File: src/rtl/pts_pkg.sv
// package for the period timer: register map, field layout, reset values, bus carriers
// How it works
// - count ticks from osc/4 through prescaler
// - count up, wrap to zero after period
// - period register read/write, resets to ffh
// - count register read/write, resets to zero
// - postscaler divides matches by field plus one
// - postscaler output sets sticky match flag
// - run bit low stops the timer
// - count/control write or reset clears scalers
// - control write leaves the count alone
package pts_pkg;

  // ---------------------------------------------------------------
  // register indices (byte address is four times the index)
  // ---------------------------------------------------------------
  localparam int          ADDR_W      = 12;
  localparam int          IDX_W       = 10;
  localparam logic [9:0]  IDX_IRQCTL  = 10'h00b;
  localparam logic [9:0]  IDX_FLAGS   = 10'h00c;
  localparam logic [9:0]  IDX_CLEAR   = 10'h00d;
  localparam logic [9:0]  IDX_COUNT   = 10'h011;
  localparam logic [9:0]  IDX_CONTROL = 10'h012;
  localparam logic [9:0]  IDX_ENABLES = 10'h08c;
  localparam logic [9:0]  IDX_PERIOD  = 10'h092;

  // ---------------------------------------------------------------
  // field positions and reset values
  // ---------------------------------------------------------------
  localparam int          FLAG_POS    = 1;
  localparam int          PERIPHERAL_IRQ_EN_POS    = 6;
  localparam int          GIE_POS     = 7;
  localparam logic [7:0]  COUNT_RST   = 8'h00;
  localparam logic [7:0]  PERIOD_RST  = 8'hff;
  localparam logic [7:0]  CONTROL_RST = 8'h00;

  // ---------------------------------------------------------------
  // timing: instruction clock is the oscillator over four
  // ---------------------------------------------------------------
  localparam int          OSC_PER_INSTR = 4;
  localparam int          PRE_W         = 6;
  localparam logic [5:0]  PRE_LIM_1     = 6'(OSC_PER_INSTR * 1 - 1);
  localparam logic [5:0]  PRE_LIM_4     = 6'(OSC_PER_INSTR * 4 - 1);
  localparam logic [5:0]  PRE_LIM_16    = 6'(OSC_PER_INSTR * 16 - 1);

  typedef struct packed {
    logic       unused;
    logic [3:0] postscale_select;
    logic       timer_run;
    logic [1:0] prescale_select;
  } pts_ctrl_t;

  typedef struct packed {
    logic       wr;
    logic [9:0] idx;
    logic [7:0] wdata;
  } pts_req_t;

  function automatic logic pts_mapped(input logic [9:0] idx);
    return idx inside {IDX_IRQCTL, IDX_FLAGS, IDX_CLEAR, IDX_COUNT, IDX_CONTROL, IDX_ENABLES, IDX_PERIOD};
  endfunction

  function automatic logic [5:0] pts_pre_limit(input logic [1:0] sel);
    return sel[1] ? PRE_LIM_16 : (sel[0] ? PRE_LIM_4 : PRE_LIM_1);
  endfunction

endpackage

File: src/rtl/pts_scaler.sv
// wrap-around tick divider shared by the prescaler and the postscaler
`timescale 1ns/1ps
module pts_scaler
  import pts_pkg::*;
#(
  parameter int W = 4
) (
  input  wire logic         clk_i,
  input  wire logic         rst_i,
  input  wire logic         clear_i,
  input  wire logic         tick_i,
  input  wire logic [W-1:0] limit_i,
  output logic              done_o
);

  logic [W-1:0] cnt;

  if (W < 1) begin : g_chk
    $error("pts_scaler: width must be at least one");
  end

  assign done_o = tick_i && (cnt == limit_i);

  // clear beats tick so a write restarts the ratio cleanly
  always_ff @(posedge clk_i or posedge rst_i) begin
    if (rst_i) begin
      cnt <= '0;
    end else if (clear_i) begin
      cnt <= '0;
    end else if (tick_i) begin
      cnt <= done_o ? '0 : W'(cnt + 1'b1);
    end
  end

endmodule

File: src/rtl/pts_apb.sv
// apb slave front end: decode, zero-wait answer, registered read data
`timescale 1ns/1ps
module pts_apb
  import pts_pkg::*;
(
  input  wire logic              clk_i,
  input  wire logic              rst_i,
  input  wire logic              psel_i,
  input  wire logic              penable_i,
  input  wire logic              pwrite_i,
  input  wire logic [ADDR_W-1:0] paddr_i,
  input  wire logic [31:0]       pwdata_i,
  input  wire logic [7:0]        rdata_i,
  output logic                   pready_o,
  output logic [31:0]            prdata_o,
  output logic                   pslverr_o,
  output pts_req_t               req_o
);

  logic setup;
  logic ok;

  assign setup = psel_i && !penable_i && !pready_o;
  assign ok    = pts_mapped(paddr_i[ADDR_W-1:2]) && (paddr_i[1:0] == 2'b00);

  // answer prepared at the setup edge, so the access phase ends after one cycle
  always_ff @(posedge clk_i or posedge rst_i) begin
    if (rst_i) begin
      pready_o  <= 1'b0;
      prdata_o  <= 32'h0000_0000;
      pslverr_o <= 1'b0;
    end else begin
      pready_o  <= setup;
      prdata_o  <= (setup && !pwrite_i && ok) ? {24'h00_0000, rdata_i} : 32'h0000_0000;
      pslverr_o <= setup && !ok;
    end
  end

  assign req_o.wr    = psel_i && penable_i && pready_o && pwrite_i && !pslverr_o;
  assign req_o.idx   = paddr_i[ADDR_W-1:2];
  assign req_o.wdata = pwdata_i[7:0];

endmodule

File: src/rtl/pts_timer.sv
// period timer top: count, period, control, match flag, interrupt and apb registers
`timescale 1ns/1ps
module pts_timer
  import pts_pkg::*;
#(
  parameter int CNT_W = 8
) (
  input  wire logic              clk_i,
  input  wire logic              rst_i,
  input  wire logic              psel_i,
  input  wire logic              penable_i,
  input  wire logic              pwrite_i,
  input  wire logic [ADDR_W-1:0] paddr_i,
  input  wire logic [31:0]       pwdata_i,
  output logic                   pready_o,
  output logic [31:0]            prdata_o,
  output logic                   pslverr_o,
  output logic                   match_o,
  output logic                   irq_o
);

  if (CNT_W != 8) begin : g_chk
    $error("pts_timer: registers are eight bits wide");
  end

  // ---------------------------------------------------------------
  // state
  // ---------------------------------------------------------------
  pts_req_t   req;
  pts_ctrl_t  ctrl;
  logic [7:0] count;
  logic [7:0] period;
  logic       timer_match_flag;
  logic       timer_match_irq_en;
  logic       peripheral_irq_en;
  logic       global_irq_en;
  logic [7:0] rdata;
  logic       cnt_wr;
  logic       ctl_wr;
  logic       clr_wr;
  logic       scaler_clear;
  logic       inc_tick;
  logic       match;
  logic       post_done;

  assign cnt_wr       = req.wr && (req.idx == IDX_COUNT);
  assign ctl_wr       = req.wr && (req.idx == IDX_CONTROL);
  assign clr_wr       = req.wr && (req.idx == IDX_CLEAR) && req.wdata[FLAG_POS];
  assign scaler_clear = cnt_wr || ctl_wr;

  pts_apb u_apb (
    .clk_i     (clk_i),
    .rst_i     (rst_i),
    .psel_i    (psel_i),
    .penable_i (penable_i),
    .pwrite_i  (pwrite_i),
    .paddr_i   (paddr_i),
    .pwdata_i  (pwdata_i),
    .rdata_i   (rdata),
    .pready_o  (pready_o),
    .prdata_o  (prdata_o),
    .pslverr_o (pslverr_o),
    .req_o     (req)
  );

  // ---------------------------------------------------------------
  // prescaler: osc/4 folded in, so limits are 4, 16 or 64 clocks
  // ---------------------------------------------------------------
  pts_scaler #(.W(PRE_W)) u_pre (
    .clk_i   (clk_i),
    .rst_i   (rst_i),
    .clear_i (scaler_clear),
    .tick_i  (ctrl.timer_run),
    .limit_i (pts_pre_limit(ctrl.prescale_select)),
    .done_o  (inc_tick)
  );

  // a count write in the same cycle wins over the wrap
  assign match = inc_tick && !cnt_wr && (count == period);

  pts_scaler #(.W(4)) u_post (
    .clk_i   (clk_i),
    .rst_i   (rst_i),
    .clear_i (scaler_clear),
    .tick_i  (match),
    .limit_i (ctrl.postscale_select),
    .done_o  (post_done)
  );

  // ---------------------------------------------------------------
  // count and period
  // ---------------------------------------------------------------
  always_ff @(posedge clk_i or posedge rst_i) begin
    if (rst_i) begin
      count <= COUNT_RST;
    end else if (cnt_wr) begin
      count <= req.wdata;
    end else if (match) begin
      count <= 8'h00;
    end else if (inc_tick) begin
      count <= 8'(count + 8'h01);
    end
  end

  always_ff @(posedge clk_i or posedge rst_i) begin
    if (rst_i) begin
      period <= PERIOD_RST;
    end else if (req.wr && req.idx == IDX_PERIOD) begin
      period <= req.wdata;
    end
  end

  // control write never touches count
  always_ff @(posedge clk_i or posedge rst_i) begin
    if (rst_i) begin
      ctrl <= CONTROL_RST;
    end else if (ctl_wr) begin
      ctrl <= {1'b0, req.wdata[6:0]};
    end
  end

  // ---------------------------------------------------------------
  // flag, enables, interrupt
  // ---------------------------------------------------------------
  // hardware set beats a software clear in the same cycle
  always_ff @(posedge clk_i or posedge rst_i) begin
    if (rst_i) begin
      timer_match_flag <= 1'b0;
    end else if (post_done) begin
      timer_match_flag <= 1'b1;
    end else if (clr_wr) begin
      timer_match_flag <= 1'b0;
    end
  end

  always_ff @(posedge clk_i or posedge rst_i) begin
    if (rst_i) begin
      timer_match_irq_en <= 1'b0;
      peripheral_irq_en  <= 1'b0;
      global_irq_en      <= 1'b0;
    end else if (req.wr && req.idx == IDX_ENABLES) begin
      timer_match_irq_en <= req.wdata[FLAG_POS];
    end else if (req.wr && req.idx == IDX_IRQCTL) begin
      peripheral_irq_en <= req.wdata[PERIPHERAL_IRQ_EN_POS];
      global_irq_en     <= req.wdata[GIE_POS];
    end
  end

  always_ff @(posedge clk_i or posedge rst_i) begin
    if (rst_i) begin
      irq_o   <= 1'b0;
      match_o <= 1'b0;
    end else begin
      irq_o   <= timer_match_flag && timer_match_irq_en && peripheral_irq_en && global_irq_en;
      match_o <= match;
    end
  end

  // ---------------------------------------------------------------
  // read mux; clear register reads as zero
  // ---------------------------------------------------------------
  always_comb begin
    rdata = 8'h00;
    unique case (req.idx)
      IDX_COUNT:   rdata = count;
      IDX_PERIOD:  rdata = period;
      IDX_CONTROL: rdata = {1'b0, ctrl[6:0]};
      IDX_FLAGS:   rdata[FLAG_POS] = timer_match_flag;
      IDX_ENABLES: rdata[FLAG_POS] = timer_match_irq_en;
      IDX_IRQCTL:  rdata = {global_irq_en, peripheral_irq_en, 6'h00};
      default:     rdata = 8'h00;
    endcase
  end

  logic [PRE_W-1:0] gap;
  logic [3:0]       seen;

  // cycles since the last increment, restarted by anything that restarts the prescaler
  always_ff @(posedge clk_i or posedge rst_i) begin
    if (rst_i) begin
      gap <= '0;
    end else if (inc_tick || scaler_clear || !ctrl.timer_run) begin
      gap <= '0;
    end else begin
      gap <= PRE_W'(gap + 1'b1);
    end
  end

  always_ff @(posedge clk_i or posedge rst_i) begin
    if (rst_i) begin
      seen <= 4'h0;
    end else if (post_done || scaler_clear) begin
      seen <= 4'h0;
    end else if (match) begin
      seen <= 4'(seen + 4'h1);
    end
  end
endmodule

File: config.mk
export PLATFORM = sky130hd
export DESIGN_NAME = pts_timer
export DESIGN_NICKNAME = d
export VERILOG_FILES = /design/src/rtl/pts_pkg.sv /design/src/rtl/pts_scaler.sv /design/src/rtl/pts_apb.sv /design/src/rtl/pts_timer.sv
export SDC_FILE = /design/constraint.sdc
export NUM_CORES = 1
export LEC_CHECK = 0
export BUFFER_PORTS_ARGS = -buffer_cell sky130_fd_sc_hd__clkbuf_2
export CAP_MARGIN = 15
export CORE_UTILIZATION = 35
export CTS_BUF_LIST = sky130_fd_sc_hd__clkbuf_16
export DETAILED_ROUTE_END_ITERATION = 7
export GPL_ROUTABILITY_DRIVEN = 0
export HOLD_SLACK_MARGIN = 0.08
export REMOVE_ABC_BUFFERS = 1
export SLEW_MARGIN = 10
export SYNTH_ARGS = -nofsm -noshare
export SYNTH_HDL_FRONTEND = slang
export SYNTH_SLANG_ARGS = --single-unit
export TNS_END_PERCENT = 30
File: constraint.sdc
create_clock -name clk_i -period 1.58 [get_ports clk_i]
set_clock_uncertainty 0.05 [all_clocks]
set_input_delay 0.158 -clock clk_i [delete_from_list [all_inputs] [get_ports clk_i]]
set_output_delay 0.158 -clock clk_i [all_outputs]
set_load 0.01 [all_outputs]
* Word level (Yosys, flattened, before mapping) *
Cells that the tools add are included.

storage, ports and cells
  bits in registers = 73
  bits of input ports = 49
  output and inout bits = 36
  logic and storage cells = 85

cells by class
  $add $sub $neg = 3
  equality and inequality tests = 10
  muxes and demuxes = 17
  bitwise gates (word level) = 1
  reduce and logical (&&, ||, !) cells = 38

operators by type and width
  operator                                                                 number
  8-bit 2-to-1 mux                                                         4
  10-bit by 4-bit equality test with 1-bit output (second input constant)  3
  1-bit logical AND                                                        24
  6-bit 2-to-1 mux                                                         4
  6-bit case mux with 4 select lines                                       1
  10-bit by 5-bit equality test with 1-bit output (second input constant)  2
  10-bit by 8-bit equality test with 1-bit output (second input constant)  2
  4-bit 2-to-1 mux                                                         4
  8-bit by 1-bit adder with 8-bit output (second input constant)           1
  8-bit equality test                                                      1
  7-bit nonzero test                                                       1
  6-bit by 1-bit adder with 6-bit output (second input constant)           1
  6-bit equality test                                                      1
  1-bit logical NOT                                                        6
  2-bit nonzero test                                                       3
  1-bit case mux with 5 select lines                                       1
  4-bit by 1-bit adder with 4-bit output (second input constant)           1
  4-bit equality test                                                      1
  1-bit case mux with 3 select lines                                       1
  3-bit nonzero test                                                       1
  2-bit logical NOT                                                        1
  1-bit 2-to-1 mux                                                         2
  2-bit AND reduction                                                      1
  1-bit logical OR                                                         1
  1-bit inverter                                                           1

* Depth between registers and ports, before layout *
  word-level depth = 12
  gate-level depth with buffers = 7
  mapped depth without buffers = 6

* By module *
A second synthesis with hierarchy kept.

unflattened totals
  cells, all modules = 330
  area total of the unflattened synthesis = 3229.3 um^2

modules (own cells, without submodules)
  module                instances  cells each  area an instance (um^2)  seq. area each (um^2)
  pts_timer             1          184         1820.5                   735.7
  pts_apb               1          80          772.0                    250.2
  pts_scaler at u_pre   1          38          382.9                    150.1
  pts_scaler at u_post  1          28          254.0                    100.1

* Worst setup path before layout *
OpenSTA, ideal clock, no wires.

  path type = reg2reg
  from = reg period[0]
  to = reg count[5]
  library setup time = 0.120 ns
  arrival time = 1.527 ns
  required time = 1.410 ns
  setup slack = -0.117 ns
  cell stages (with the launch flop) = 6
  buffers on the path = 0
  period minus slack after synthesis = 1.697 ns
  path through = dfstp_2 xnor2_1 nand4_1 nor2_1 o21ai_0 a31o_2

between the ends
  cells in the longest elaborated chain, start to end = 4

RTL lines
  element                   RTL line          source
  start: declaration        pts_timer.sv:32   logic [7:0] period;
  start signal: assignment  pts_timer.sv:109  period <= req.wdata;
  8-bit equality test *     pts_timer.sv:79   assign match = inc_tick && !cnt_wr && (count == period);
  1-bit logical AND *       pts_timer.sv:79
  8-bit 2-to-1 mux          pts_timer.sv:98   end else if (match) begin
  8-bit 2-to-1 mux          pts_timer.sv:96   end else if (cnt_wr) begin
  end signal: assignment    pts_timer.sv:97   count <= req.wdata;
  end signal: assignment    pts_timer.sv:101  count <= 8'(count + 8'h01);
  end: declaration          pts_timer.sv:31   logic [7:0] count;

Mark *: on every way between the ends. The rest lies on a longest branch, timed or not.
A chain may end at the register's enable or synchronous reset.

* Worst setup path after layout *
  from = reg period[0]
  to = reg count[6]

The elaborated chain is that of the path after synthesis.

==> metrics.md <==
| Metric | Value |
|---|---|
| Path depth of the worst reg2reg path | `6` |
| Routed len/inst | `~15 µm` |
| Crit path kind | `reg -> reg` |
| Clk buf depth | `2` |
| Synth Flop Type | `dfrtp_1` |
| Maxcap violations | `0` |
| GR Overflow Total | `0` |
| Critical path buffers and inverters | `1` |
| Crit-path max FO | `6` |
| Starting DRT DRC Count | `60` |
| Syn Inst Count | `around 280` |
| Synth Area in Compound Gates | `0.148` |
| Critical Path RT | `1.70 ns` |
| Final period utilization | `1.14` |
| Area of the multi-input gates | `around 0.0017 mm²` |
| Worst hold path type | `in -> reg` |
| Max Fclk | `556 MHz` |
| Slowest CP cell | `dfstp_2` |
| Post-DP HPWL | `5320 µm` |
| Smallest setup slack after layout | `-0.219 ns` |
| Worst-Skew Late Latency | `a little under 0.3 ns` |
| Total track usage | `0.174` |
| Initial antenna violation count | `0` |
| Yosys cell types | `59` |
| Period minus WS final | `1.80 ns` |
| Area contributors post-synth | `dfrtp_1 35%, mux2_2 9.7%, dfstp_2 7.2%` |
| Levels on crit path | `6` |
| Ports | `85` |
| CP Cell Sequence | `xnor2_2 > nand4_1 > buf_6 > o211ai_4 > o2bb2ai_2 > a31o_2` |
| Synthesized flop and latch total | `a little under 50` |
| Fillers | `approximately 690` |
| CTS clk-pin slew, worst paths | `0.07 ns` |
| Largest net degree at the start of global routing | `50` |
| Vias | `2,413` |
| Reg-to-reg startpoint | `period[0]` |
| Mux share of post-synthesis cell area | `0.103` |
| CP Capture Point | `count[6]` |
| Worst Setup Start Kind | `flop` |
| Post-Route WL | `between 7000 and 8000 µm` |
| Vias/cell | `5.02` |
| Placed standard-cell area | `0.00351 mm²` |
| I/O Buffers | `36` |
| Cell family with most CP delay | `compound AO/OA/AOI/OAI gates` |
| Slew Viols, Final | `0` |
| Antenna diodes | `0` |
| Unrepaired setup endpoints after global routing | `yes` |
| Layout area overhead | `35.7%` |
| Post-synthesis simple-gate area fraction | `0.177` |
| Synthesized area per cell | `10.6 µm²` |
| Crit path from | `period[0]` |
| Cell Count, Final, Fillers Out | `481` |
| Final Hold Fails | `0` |
| Most frequent cells in the layout | `59 x buf_4, 41 x dfrtp_1, 36 x clkbuf_2` |
| Register area | `0.00124 mm²` |
| Internal reg-to-reg setup slack | `-0.22 ns` |
| Worst VDD drop | `0.659 mV` |
| # setup viols final | `14` |
| H-tree depth | `2` |
| Pleak | `0.00182 µW` |
| Synth Area in XOR/XNOR | `0.0541` |
| Most common cell after layout, fill and taps aside | `buf_4` |
| Vias in the first global route | `2,408` |
| Final Net Count | `430` |
| CTS tree | `built` |
| Synth warnings | `0` |
| Share of layout cells above drive strength 1 | `0.475` |
| Reg2reg end | `count[6]` |
| Share of the yosys chip area belonging to registers | `0.424` |
| Cell taking the most area after synthesis | `dfrtp_1` |
| Largest family of logic cells by synthesized area | `simple AND/OR/NAND/NOR gates` |
| Mapped Area | `between 0.002 and 0.003 mm²` |
| Drt pass-1 iters | `4` |
| Crit path largest cell delay | `between 0.5 and 0.6 ns` |
| Power Density | `710 mW/mm²` |
| Share of the synthesized area in the top cell type | `0.352` |
| Failing checks | `negative setup slack` |
| Adder-cell share of the synthesized area | `0.0129` |
| Placed Instances | `roughly 460` |
| Number of synthesized flops with an enable pin | `0` |
| Initial Utilization | `0.370` |
| TritonCTS Buffers | `5` |
| Chip width | `93.3 µm` |
| Routed Antenna Nets | `0` |
| Die Y | `93.3 µm` |
| Die area | `0.00870 mm²` |
| Critical Path AT | `1.92 ns` |
| Status | `finished with violations` |
| Clock root buffer | `clkbuf_16` |
| Num rows | `32` |
| Drt drc | `0` |
| Async S/R FF share, synth | `1.00` |
| Wire length of the first global-routing pass | `11,800 µm` |
| Design area | `0.00396 mm²` |
| Crit path capture type | `flop` |
| Core area | `between 0.007 and 0.008 mm²` |
| Clock Sinks | `49` |
stage by stage:
| step | worst slack, ns | TNS [ns] | hold slack, ns | power [µW] | utilization |
|---|---|---|---|---|---|
| finish | -0.219 | -1.96 | 0.0859 | 2810 | 0.502 |
| global placement | -0.187 | -4.61 | 0.155 | 1460 | 0.445 |
| CTS | -0.140 | -1.13 | 0.0832 | 2840 | 0.491 |
| global route | -0.298 | -3.41 | 0.104 | 2910 | 0.502 |
| detailed placement | -0.216 | -4.31 | 0.170 | 1460 | 0.445 |
| floorplan | -0.117 | -1.20 | 0.213 | 1370 | - |
cells in the mapped netlist (2+ instances only):
cell,instances
xor2_1,4
and4_1,3
nand2b_1,3
o2bb2ai_1,3
nor2b_1,2
xnor2_1,14
clkbuf_1,2
a2bb2oi_1,2
o22a_1,3
nor2_1,24
a21oi_1,8
nand3b_1,2
nor3_2,2
nand3_1,6
o21ai_0,9
a21boi_0,2
dfrtp_1,41
and3_1,2
o41ai_1,2
mux2_2,25
dfstp_2,8
o31ai_1,2
a31o_2,3
ha_1,3
nand4_1,8
buf_2,2
a21o_1,2
nand2_1,17
buf_4,24
nor3_1,6
a22oi_1,6
mux2i_1,2
inv_1,6
or3b_1,3
cell families (layout without fill, tap and decap cells):
family	Yosys count	after routing
xor gates and xnor gates	18	18
AOI/OAI and AO/OA	55	55
and+or+nand+nor	88	88
buffers and inverters	35	115
adders and majority gates	3	3
DFF	49	49
other	1	24
muxes	27	27
power breakdown:
group | internal [µW] | switching, µW
clock | 904 | 460
combinational | 70.1 | 113
sequential | 1260 | 3.34
state kept, by name (all words and copies together) (netlist names):
name,count
u_apb.pslverr_o,1
match_o,1
ctrl,7
u_post.cnt,4
timer_match_flag,1
timer_match_irq_en,1
irq_o,1
count,8
u_apb.pready_o,1
peripheral_irq_en,1
u_pre.cnt,6
period,8
u_apb.prdata_o,8
global_irq_en,1
how the worst min path moves through the flow:
stage	start	endpoint	slack (ns)	cells past startpoint
4_1_cts	paddr_i[1]	u_apb.pslverr_o	0.08	2
5_1_grt	paddr_i[1]	u_apb.pslverr_o	0.10	2
2_1_floorplan	penable_i	u_apb.pready_o	0.21	1
6_report	paddr_i[1]	u_apb.pslverr_o	0.09	2
3_3_place_gp	rst_i	u_apb.prdata_o[1]	0.16	3
3_5_place_dp	rst_i	u_apb.prdata_o[5]	0.17	3
repair_timing:
item / CTS / global route
hold buffers: 3 / 0
buffers inserted: 8 / 2
resized for setup: 23 / 20
pin swaps: 19 / 13
hold endpoints to repair: 43 / 0
endpoints found under the setup margin: 37 / 40
per-layer routing:
layer / global-route usage / part of all wire
met5: 0 / 0
met4: 0.0500 / 0.017
met3: 0.0268 / 0.041
met2: 0.287 / 0.48
met1: 0.237 / 0.46
area by class of cell:
type                       count  area share
sequential                    49       0.312
inverter                       6     0.00569
clock inverter                 3      0.0164
clock buffer                   5      0.0316
tap                          102      0.0322
timing repair buffer         101       0.176
multi-input combinational    215       0.426
(Power assumes the default switching activity.)
